**config.mk**
```make
export PLATFORM = sky130hd
export DESIGN_NAME = fault_status_readback_bank
export DESIGN_NICKNAME = d
export VERILOG_FILES = /design/src/fault_status_pkg.sv /design/src/fault_status_readback_bank.sv
export SDC_FILE = /design/constraint.sdc
export NUM_CORES = 1
export LEC_CHECK = 0
export ABC_CLOCK_PERIOD_IN_PS = 3150
export BUFFER_PORTS_ARGS = -buffer_cell sky130_fd_sc_hd__buf_4
export CAP_MARGIN = 20
export CORE_ASPECT_RATIO = 0.6
export CORE_MARGIN = 3
export CORE_UTILIZATION = 25
export DETAILED_ROUTE_END_ITERATION = 16
export MAX_ROUTING_LAYER = met4
export PLACE_DENSITY = 0.41
export SYNTH_ARGS = -nofsm -noshare
export SYNTH_HDL_FRONTEND = slang
export SYNTH_SLANG_ARGS = --single-unit
```
**constraint.sdc**
```tcl
create_clock -name ref_clk -period 3.15 [get_ports ref_clk]
set_clock_uncertainty 0.05 [all_clocks]
set_input_delay 0.4725 -clock ref_clk [delete_from_list [all_inputs] [get_ports ref_clk]]
set_output_delay 0.4725 -clock ref_clk [all_outputs]
set_load 0.01 [all_outputs]
```
**src/fault_status_pkg.sv**
```systemverilog
// Purpose: shared constants and carrier types for the fault status readback bank
// Assumes: 8-bit registers on an 8-bit register address of the control port
// Notes:   struct fields are ordered msb first, so a struct packs straight into its register byte
package fault_status_pkg;

  // ------------------------------------------------------------------
  // register offsets
  // ------------------------------------------------------------------
  localparam logic [7:0] LATCHED_ANALOG_VAD_BIAS_IRQ_OFS = 8'h3b; // self-clearing latched events
  localparam logic [7:0] LIVE_CLOCK_BOOST_IRQ_OFS        = 8'h3c; // live clock and boost
  localparam logic [7:0] LIVE_CHANNEL_FAULT_SUMMARY_OFS  = 8'h3d; // live channel summary
  localparam logic [7:0] LIVE_INPUT1_FAULTS_OFS          = 8'h3e; // live input channel 1
  localparam logic [7:0] LIVE_INPUT2_FAULTS_OFS          = 8'h3f; // live input channel 2
  localparam logic [7:0] LIVE_OUTPUT1_FAULTS_OFS         = 8'h40; // live output channel 1
  localparam logic [7:0] LIVE_OUTPUT2_FAULTS_OFS         = 8'h41; // live output channel 2
  localparam logic [7:0] LIVE_INPUT_VOLT_HEADSET_IRQ_OFS = 8'h42; // live over-voltage and headset

  // ------------------------------------------------------------------
  // reset values and widths
  // ------------------------------------------------------------------
  localparam logic [7:0] STATUS_RESET_VAL = 8'h00; // every register reads this after reset
  localparam int         REG_W            = 8;     // register data width
  localparam int         SYNC_STAGES      = 2;     // flops in each input synchroniser

  // ------------------------------------------------------------------
  // field layouts
  // ------------------------------------------------------------------
  // latched event sources, bit 7 down to bit 0
  typedef struct packed {
    logic analog_up;       // general_analog_input above upper threshold
    logic analog_low;      // general_analog_input below lower threshold
    logic vad_power_up;    // voice_activity_detector power-up detect
    logic vad_power_down;  // voice_activity_detector power-down detect
    logic bias_short;      // mic bias short circuit
    logic bias_high_cur;   // mic bias high current
    logic bias_low_cur;    // mic bias low current
    logic bias_over_volt;  // mic bias over voltage
  } latched_events_s;

  // clock and boost conditions, bits 7 down to 3
  typedef struct packed {
    logic clock_error;       // clock error
    logic pll_lock;          // pll lock
    logic boost_over_temp;   // boost over temperature
    logic boost_over_cur;    // boost over current
    logic boost_mode_event;  // boost mode event
  } clock_boost_s;

  // one input channel, bits 7 down to 0
  typedef struct packed {
    logic open_inputs;       // inputs open
    logic inputs_shorted;    // terminals shorted to each other
    logic positive_gnd;      // positive_input to ground
    logic negative_gnd;      // negative_input to ground
    logic positive_bias;     // positive_input to mic bias
    logic negative_bias;     // negative_input to mic bias
    logic positive_battery;  // positive_input to battery input
    logic negative_battery;  // negative_input to battery input
  } input_faults_s;

  // one output channel, bits 7 down to 4
  typedef struct packed {
    logic positive_short;  // positive output pin short
    logic negative_short;  // negative output pin short
    logic positive_vgnd;   // positive_driver virtual ground fault
    logic negative_vgnd;   // negative_driver virtual ground fault
  } output_faults_s;

  // every condition arriving from the analog detectors
  typedef struct packed {
    latched_events_s events;               // latched register sources
    clock_boost_s    clk_boost;            // clock and boost
    input_faults_s   in1;                  // input channel 1
    input_faults_s   in2;                  // input channel 2
    output_faults_s  out1;                 // output channel 1
    output_faults_s  out2;                 // output channel 2
    logic            regulator_short_live; // analog_regulator short circuit
    logic            vbat_short_low;       // short to battery while battery below bias
    logic [6:0]      volt_headset;         // over-voltage and headset bits 7 down to 1
  } fault_inputs_s;

  localparam int FAULT_W = $bits(fault_inputs_s); // synchroniser width

endpackage : fault_status_pkg

```
**src/fault_status_readback_bank.sv**
```systemverilog
// Purpose: read-only fault and interrupt status bank behind the control port
// Assumes: detector conditions are levels from the analog side, asynchronous to ref_clk;
//          the control port read strobe is synchronous to ref_clk
// Notes:   read data is registered and appears one cycle after the strobe
`timescale 1ns/1ps

// Summary of operation
// - latched bit7 upper, bit6 lower analog threshold
// - latched bit5 vad up, bit4 vad down
// - latched bits3..0 bias short, high, low, overvolt
// - latched flags hold until cleared by hardware
// - live bit7 clock error, bit6 pll lock
// - live bits5..3 boost temp, current, mode
// - summary bits7..4 any fault per channel
// - summary bit3 battery short below bias
// - input bit7 open, bit6 terminals shorted
// - input bit5/4 positive/negative to ground
// - input bit3/2 positive/negative to bias
// - input bit1/0 positive/negative to battery
// - output bit7/6 positive/negative pin short
// - output bit5/4 positive/negative virtual ground
// - output2 bit0 regulator short fault
// - live registers follow present conditions
// - all registers 8-bit, read-only, reset zero
module fault_status_readback_bank
  import fault_status_pkg::*;
#(
  parameter int ADDR_W = 8  // control port register address width
)(
  input  wire logic                                ref_clk,
  input  wire logic                                reset_n,
  input  wire fault_status_pkg::fault_inputs_s     fault_in,
  input  wire logic                                rd_en,
  input  wire logic [ADDR_W-1:0]                   rd_addr,
  output logic      [fault_status_pkg::REG_W-1:0]  rd_data,
  output logic                                     rd_valid
);
  import fault_status_pkg::*;

  // ------------------------------------------------------------------
  // elaboration check
  // ------------------------------------------------------------------
  // offsets are eight bits wide, so a narrower address cannot reach them
  if (ADDR_W < 8) begin : g_bad_addr_w
    $error("ADDR_W must be at least 8");
  end

  // ------------------------------------------------------------------
  // input synchronisers
  // ------------------------------------------------------------------
  logic [FAULT_W-1:0] sync1_ff;  // first stage, read only by second stage
  logic [FAULT_W-1:0] sync2_ff;  // second stage, safe to use
  fault_inputs_s      cond;      // synchronised conditions

  // two flops per detector bit
  for (genvar i = 0; i < FAULT_W; i++) begin : g_sync
    always_ff @(posedge ref_clk or negedge reset_n)
    begin
      if (!reset_n)
      begin
        sync1_ff[i] <= 1'b0;
        sync2_ff[i] <= 1'b0;
      end
      else
      begin
        sync1_ff[i] <= fault_in[i];
        sync2_ff[i] <= sync1_ff[i];
      end
    end
  end

  assign cond = fault_inputs_s'(sync2_ff);

  // ------------------------------------------------------------------
  // read decode
  // ------------------------------------------------------------------
  logic [7:0] addr8;        // offset part of the address
  logic       hi_zero;      // upper address bits clear
  logic       hit_latched;  // read of the latched register
  logic       clr_latched;  // clear-on-read strobe

  assign addr8       = rd_addr[7:0];
  assign hi_zero     = (rd_addr >> 8) == '0;
  assign hit_latched = hi_zero && (addr8 == LATCHED_ANALOG_VAD_BIAS_IRQ_OFS);
  assign clr_latched = rd_en && hit_latched;

  // ------------------------------------------------------------------
  // latched self-clearing register
  // ------------------------------------------------------------------
  logic [7:0] latched_ff;      // latched event flags
  logic [7:0] nxt_latched;     // next latched value
  logic [7:0] event_bits;      // sources packed into register order

  // threshold, vad and bias events packed by struct order
  assign event_bits  = cond.events;
  // a read clears, a present event always wins over the clear
  assign nxt_latched = event_bits | (latched_ff & ~{8{clr_latched}});

  // latch holds until hardware clears it after a read
  always_ff @(posedge ref_clk or negedge reset_n)
  begin
    if (!reset_n)
      latched_ff <= STATUS_RESET_VAL;
    else
      latched_ff <= nxt_latched;
  end

  // ------------------------------------------------------------------
  // live registers
  // ------------------------------------------------------------------
  logic [7:0] nxt_live_cb;        // clock and boost
  logic [7:0] nxt_live_sum;       // channel summary
  logic [7:0] nxt_live_in1;       // input channel 1
  logic [7:0] nxt_live_in2;       // input channel 2
  logic [7:0] nxt_live_out1;      // output channel 1
  logic [7:0] nxt_live_out2;      // output channel 2
  logic [7:0] nxt_live_vh;        // over-voltage and headset
  logic       out2_any;           // any output channel 2 fault
  logic [7:0] live_cb_ff;
  logic [7:0] live_sum_ff;
  logic [7:0] live_in1_ff;
  logic [7:0] live_in2_ff;
  logic [7:0] live_out1_ff;
  logic [7:0] live_out2_ff;
  logic [7:0] live_vh_ff;

  // clock bits on top, boost bits next, reserved low bits zero
  assign nxt_live_cb   = {cond.clk_boost, 3'h0};
  // per-pin input faults in struct order
  assign nxt_live_in1  = cond.in1;
  assign nxt_live_in2  = cond.in2;
  // output shorts and virtual ground, reserved low bits zero
  assign nxt_live_out1 = {cond.out1, 4'h0};
  // regulator short on bit 0 of output channel 2
  assign nxt_live_out2 = {cond.out2, 3'h0, cond.regulator_short_live};
  assign nxt_live_vh   = {cond.volt_headset, 1'b0};
  // the regulator short is counted as an output channel 2 fault
  assign out2_any      = (|cond.out2) | cond.regulator_short_live;
  // channel summary and battery-below-bias short
  assign nxt_live_sum  = {|cond.in1, |cond.in2, |cond.out1, out2_any, cond.vbat_short_low, 3'h0};

  // live copies refresh every cycle, nothing is held
  always_ff @(posedge ref_clk or negedge reset_n)
  begin
    if (!reset_n)
    begin
      live_cb_ff   <= STATUS_RESET_VAL;
      live_sum_ff  <= STATUS_RESET_VAL;
      live_in1_ff  <= STATUS_RESET_VAL;
      live_in2_ff  <= STATUS_RESET_VAL;
      live_out1_ff <= STATUS_RESET_VAL;
      live_out2_ff <= STATUS_RESET_VAL;
      live_vh_ff   <= STATUS_RESET_VAL;
    end
    else
    begin
      live_cb_ff   <= nxt_live_cb;
      live_sum_ff  <= nxt_live_sum;
      live_in1_ff  <= nxt_live_in1;
      live_in2_ff  <= nxt_live_in2;
      live_out1_ff <= nxt_live_out1;
      live_out2_ff <= nxt_live_out2;
      live_vh_ff   <= nxt_live_vh;
    end
  end

  // ------------------------------------------------------------------
  // read mux and registered answer
  // ------------------------------------------------------------------
  logic [7:0] rd_mux;       // selected register value
  logic [7:0] rd_data_ff;   // registered read data
  logic       rd_valid_ff;  // one-cycle answer strobe

  // unmapped offsets read zero; no write path exists
  assign rd_mux = !hi_zero                                   ? STATUS_RESET_VAL :
                  (addr8 == LATCHED_ANALOG_VAD_BIAS_IRQ_OFS) ? latched_ff :
                  (addr8 == LIVE_CLOCK_BOOST_IRQ_OFS)        ? live_cb_ff :
                  (addr8 == LIVE_CHANNEL_FAULT_SUMMARY_OFS)  ? live_sum_ff :
                  (addr8 == LIVE_INPUT1_FAULTS_OFS)          ? live_in1_ff :
                  (addr8 == LIVE_INPUT2_FAULTS_OFS)          ? live_in2_ff :
                  (addr8 == LIVE_OUTPUT1_FAULTS_OFS)         ? live_out1_ff :
                  (addr8 == LIVE_OUTPUT2_FAULTS_OFS)         ? live_out2_ff :
                  (addr8 == LIVE_INPUT_VOLT_HEADSET_IRQ_OFS) ? live_vh_ff :
                                                               STATUS_RESET_VAL;

  // capture on the strobe, data holds until the next read
  always_ff @(posedge ref_clk or negedge reset_n)
  begin
    if (!reset_n)
    begin
      rd_data_ff  <= STATUS_RESET_VAL;
      rd_valid_ff <= 1'b0;
    end
    else
    begin
      rd_valid_ff <= rd_en;
      if (rd_en)
        rd_data_ff <= rd_mux;
    end
  end

  assign rd_data  = rd_data_ff;
  assign rd_valid = rd_valid_ff;
endmodule : fault_status_readback_bank

```
==> flow_metrics.env <==
export IMPL_grt_usage_pct=10.7
export IMPL_diodes=0
export IMPL_slowest_stage="or4b_4"
export IMPL_timing_fmax_mhz=586
export IMPL_die_x_microns=181
export IMPL_dp_hpwl_microns=6490
export IMPL_period_share_pct=54.1
export IMPL_ys_seq_elements=151
export IMPL_setup_tns_final_ns=0
export IMPL_cp_required_ns=3.44
export IMPL_drtIter0Drc=158
export IMPL_rsz0062_at_grt="no"
export IMPL_io_buffers=65
export IMPL_crit_type="in2reg"
export IMPL_globalplace_congestion=0.820
export IMPL_dpl_cell_area_sq_um=5350
export IMPL_max_slew_worst_pin_slew_ns=0.804
export IMPL_final_cell_mix="151 x dfrtp_1, 65 x buf_4, 17 x clkbuf_16"
export IMPL_startpoint_type="primary input"
export IMPL_top_usage_layer="met1"
export IMPL_finalMaxSlewViolations=0
export IMPL_seq_area_frac_synth_pct=82.6
export IMPL_holdWs_ns=0.0554
export IMPL_fin_area_sq_um=5920
export IMPL_cts_made_buffers=17
export IMPL_clock_sinks=151
export IMPL_antenna_found_initial=0
export IMPL_worstPathArrival_ns=2.00
export IMPL_grt_max_degree=89
export IMPL_finalWirelength_microns=9660
export IMPL_yosys_area_share_adder_pct=0
export IMPL_grt_pass1_wl_microns=15700
export IMPL_cts_root_buf="clkbuf_16"
export IMPL_ios=66
export IMPL_p_leak_uw=0.00257
export IMPL_vias=2459
export IMPL_yosys_top_cells_area="dfrtp_1 83%, a21oi_1 1.3%, mux2i_1 1.3%"
export IMPL_muxShareOfSynthArea_pct=1.31
export IMPL_synth_area_sq_um=4570
export IMPL_grt_use_met3_pct=3.21
export IMPL_grt_overflow=0
export IMPL_clockBufferDepth=2
export IMPL_clkLatencyLatePin_ns=0.41
export IMPL_fin_nets=415
export IMPL_start_util_pct=26.1
export IMPL_synthArstFlopShare_pct=100
export IMPL_coreArea_sq_um=17500
export IMPL_globalRouteMet2Util_pct=11.7
export IMPL_synth_distinct_cells=42
export IMPL_max_cap_violations=0
export IMPL_cts_setup_buffers=0
export IMPL_yosys_warnings=0
export IMPL_drive_above_1_share_pct=27.2
export IMPL_synth_edff_count=0
export IMPL_fp_row_count=37
export IMPL_synth_compound_area_share_pct=8.40
export IMPL_grt_pass1_vias=2693
export IMPL_powerDensity_nw_per_um2=709
export IMPL_cp_max_fo=18
export IMPL_reg2reg_to="rd_data[4]$_DFFE_PN0P_"
export IMPL_grtUsageMet1_pct=17.3
export IMPL_setup_ws_ns=1.44
export IMPL_slew_headroom_pct=46.4
export IMPL_dieArea_sq_um=20000
export IMPL_synth_flop_cell="dfrtp_1"
export IMPL_holdCritPathClass="in2async"
export IMPL_pre_cts_ws_ns=1.03
export IMPL_syn_num_nets=338
export IMPL_synth_top_family_by_area="compound AO/OA/AOI/OAI gates"
export IMPL_synth_top_area_cell="dfrtp_1"
export IMPL_drc=0
export IMPL_reg2reg_slack_ns=1.74
export IMPL_ctsHoldBuffers=0
export IMPL_r2r_cells=5
export IMPL_syn_instance_count=281
export IMPL_finalSetupViolCount=0
export IMPL_ant_nets=0
export IMPL_status="complete, no violations"
export IMPL_ir_drop_v=0.000346
export IMPL_synthToLayoutAreaGrowth_pct=29.6
export IMPL_cts_tree="yes"
export IMPL_period_minus_slack_ns=1.71
export IMPL_cts_clk_slew_worst_paths_ns=0.06
export IMPL_hold_viol_final=0
export IMPL_synthXorXnorAreaFrac_pct=0
export IMPL_h_tree_depth=4
export IMPL_slowest_delay_ns=0.54
export IMPL_final_common_cell="dfrtp_1"
export IMPL_die_y_microns=111
export IMPL_routed_via_density=4.06
export IMPL_cts_resized=0
export IMPL_synth_simple_area_share_pct=6.70
export IMPL_syn_area_per_cell_sq_um=16.3
export IMPL_crit_path_end_kind="flop"
export IMPL_first_pass_iters=4
export IMPL_r2r_start="live_vh_ff[4]$_DFF_PN0_"
export IMPL_crit_chain="buf_4, or4b_4, nor3_4, a22oi_1, a31oi_1, a221o_1"
export IMPL_wl_per_cell_microns=16.0
export IMPL_synth_top_area_share_pct=82.6
## worst max-delay path by stage
stage                             end  startpoint  depth (start not counted)  slack (ns)
6_report       rd_data[4]$_DFFE_PN0P_  rd_addr[2]                          6        1.44
5_1_grt        rd_data[4]$_DFFE_PN0P_  rd_addr[2]                          6        1.32
4_1_cts        rd_data[4]$_DFFE_PN0P_  rd_addr[2]                          6        1.46
3_5_place_dp   rd_data[4]$_DFFE_PN0P_  rd_addr[2]                          6        1.03
3_3_place_gp   rd_data[7]$_DFFE_PN0P_  rd_addr[2]                          6        1.08
2_1_floorplan  rd_data[7]$_DFFE_PN0P_  rd_addr[7]                          5        1.40
## layer usage
metal | wire (microns) | up-vias
li1 | - | 1136
met1 | 5660 | 1245
met2 | 3420 | 70
met3 | 482 | 8
met4 | 91 | 0
met5 | 0 | -
## worst max-delay path: cells and delay by family
| kind | cells | cell delay (ns) |
|---|---|---|
| buffers and inverters | 1 | 0.17 |
| AOI/OAI and AO/OA | 3 | 0.47 |
| and+or+nand+nor | 2 | 0.88 |
## final cells by class
cell class              instances  area (sq um)
clock buffers                  21           450
clock inverters                11           125
fillers                      1733         11600
inverters                       2          7.51
multi-input cells             119           751
flip-flops and latches        151          3780
well taps                     234           293
repair buffers                 67           519
## sequential cells by signal, summed over array words and instances (netlist names)
signal / cells
live_out1_ff: 4
sync1_ff: 46
live_in2_ff: 8
cond: 46
latched_ff: 8
rd_data: 8
live_cb_ff: 5
live_sum_ff: 5
live_vh_ff: 7
live_in1_ff: 8
rd_valid: 1
live_out2_ff: 5
## logic make-up after synthesis
| group | Yosys count |
|---|---|
| buf+inv | 11 |
| compound gates | 59 |
| mux | 6 |
| simple gates | 54 |
| flops | 151 |
## where the power goes
part	leakage (uW)	switching (uW)	internal (uW)
sequential	0.00174	38.7	2030
combinational	0.000564	93.8	75.0
clock	0.000266	773	1190
## cell usage after synthesis, types with 2 or more instances
library cell	count
o21ai_0	9
nor2b_1	7
nor2_1	7
a22oi_1	2
nand3_1	2
o311ai_1	2
nand2_1	16
a31oi_1	5
o22ai_1	4
o31ai_1	2
dfrtp_1	151
o211ai_1	4
nor4_1	4
clkbuf_1	8
o21ai_1	3
nand4_1	3
mux2i_1	6
nor3_1	3
nand2b_1	2
a21o_1	8
a21oi_1	12
## per-stage QoR
| step | total power [uW] | instances | utilization [%] |
|---|---|---|---|
| floorplan | 2140 | 281 | - |
| global placement | 2280 | 573 | 30.5 |
| detailed placement | 2280 | 573 | 30.5 |
| CTS | 4270 | 605 | 33.8 |
| global route | 4390 | 605 | 33.8 |
| finish | 4200 | 605 | 33.8 |
(Power assumes the default switching activity.)
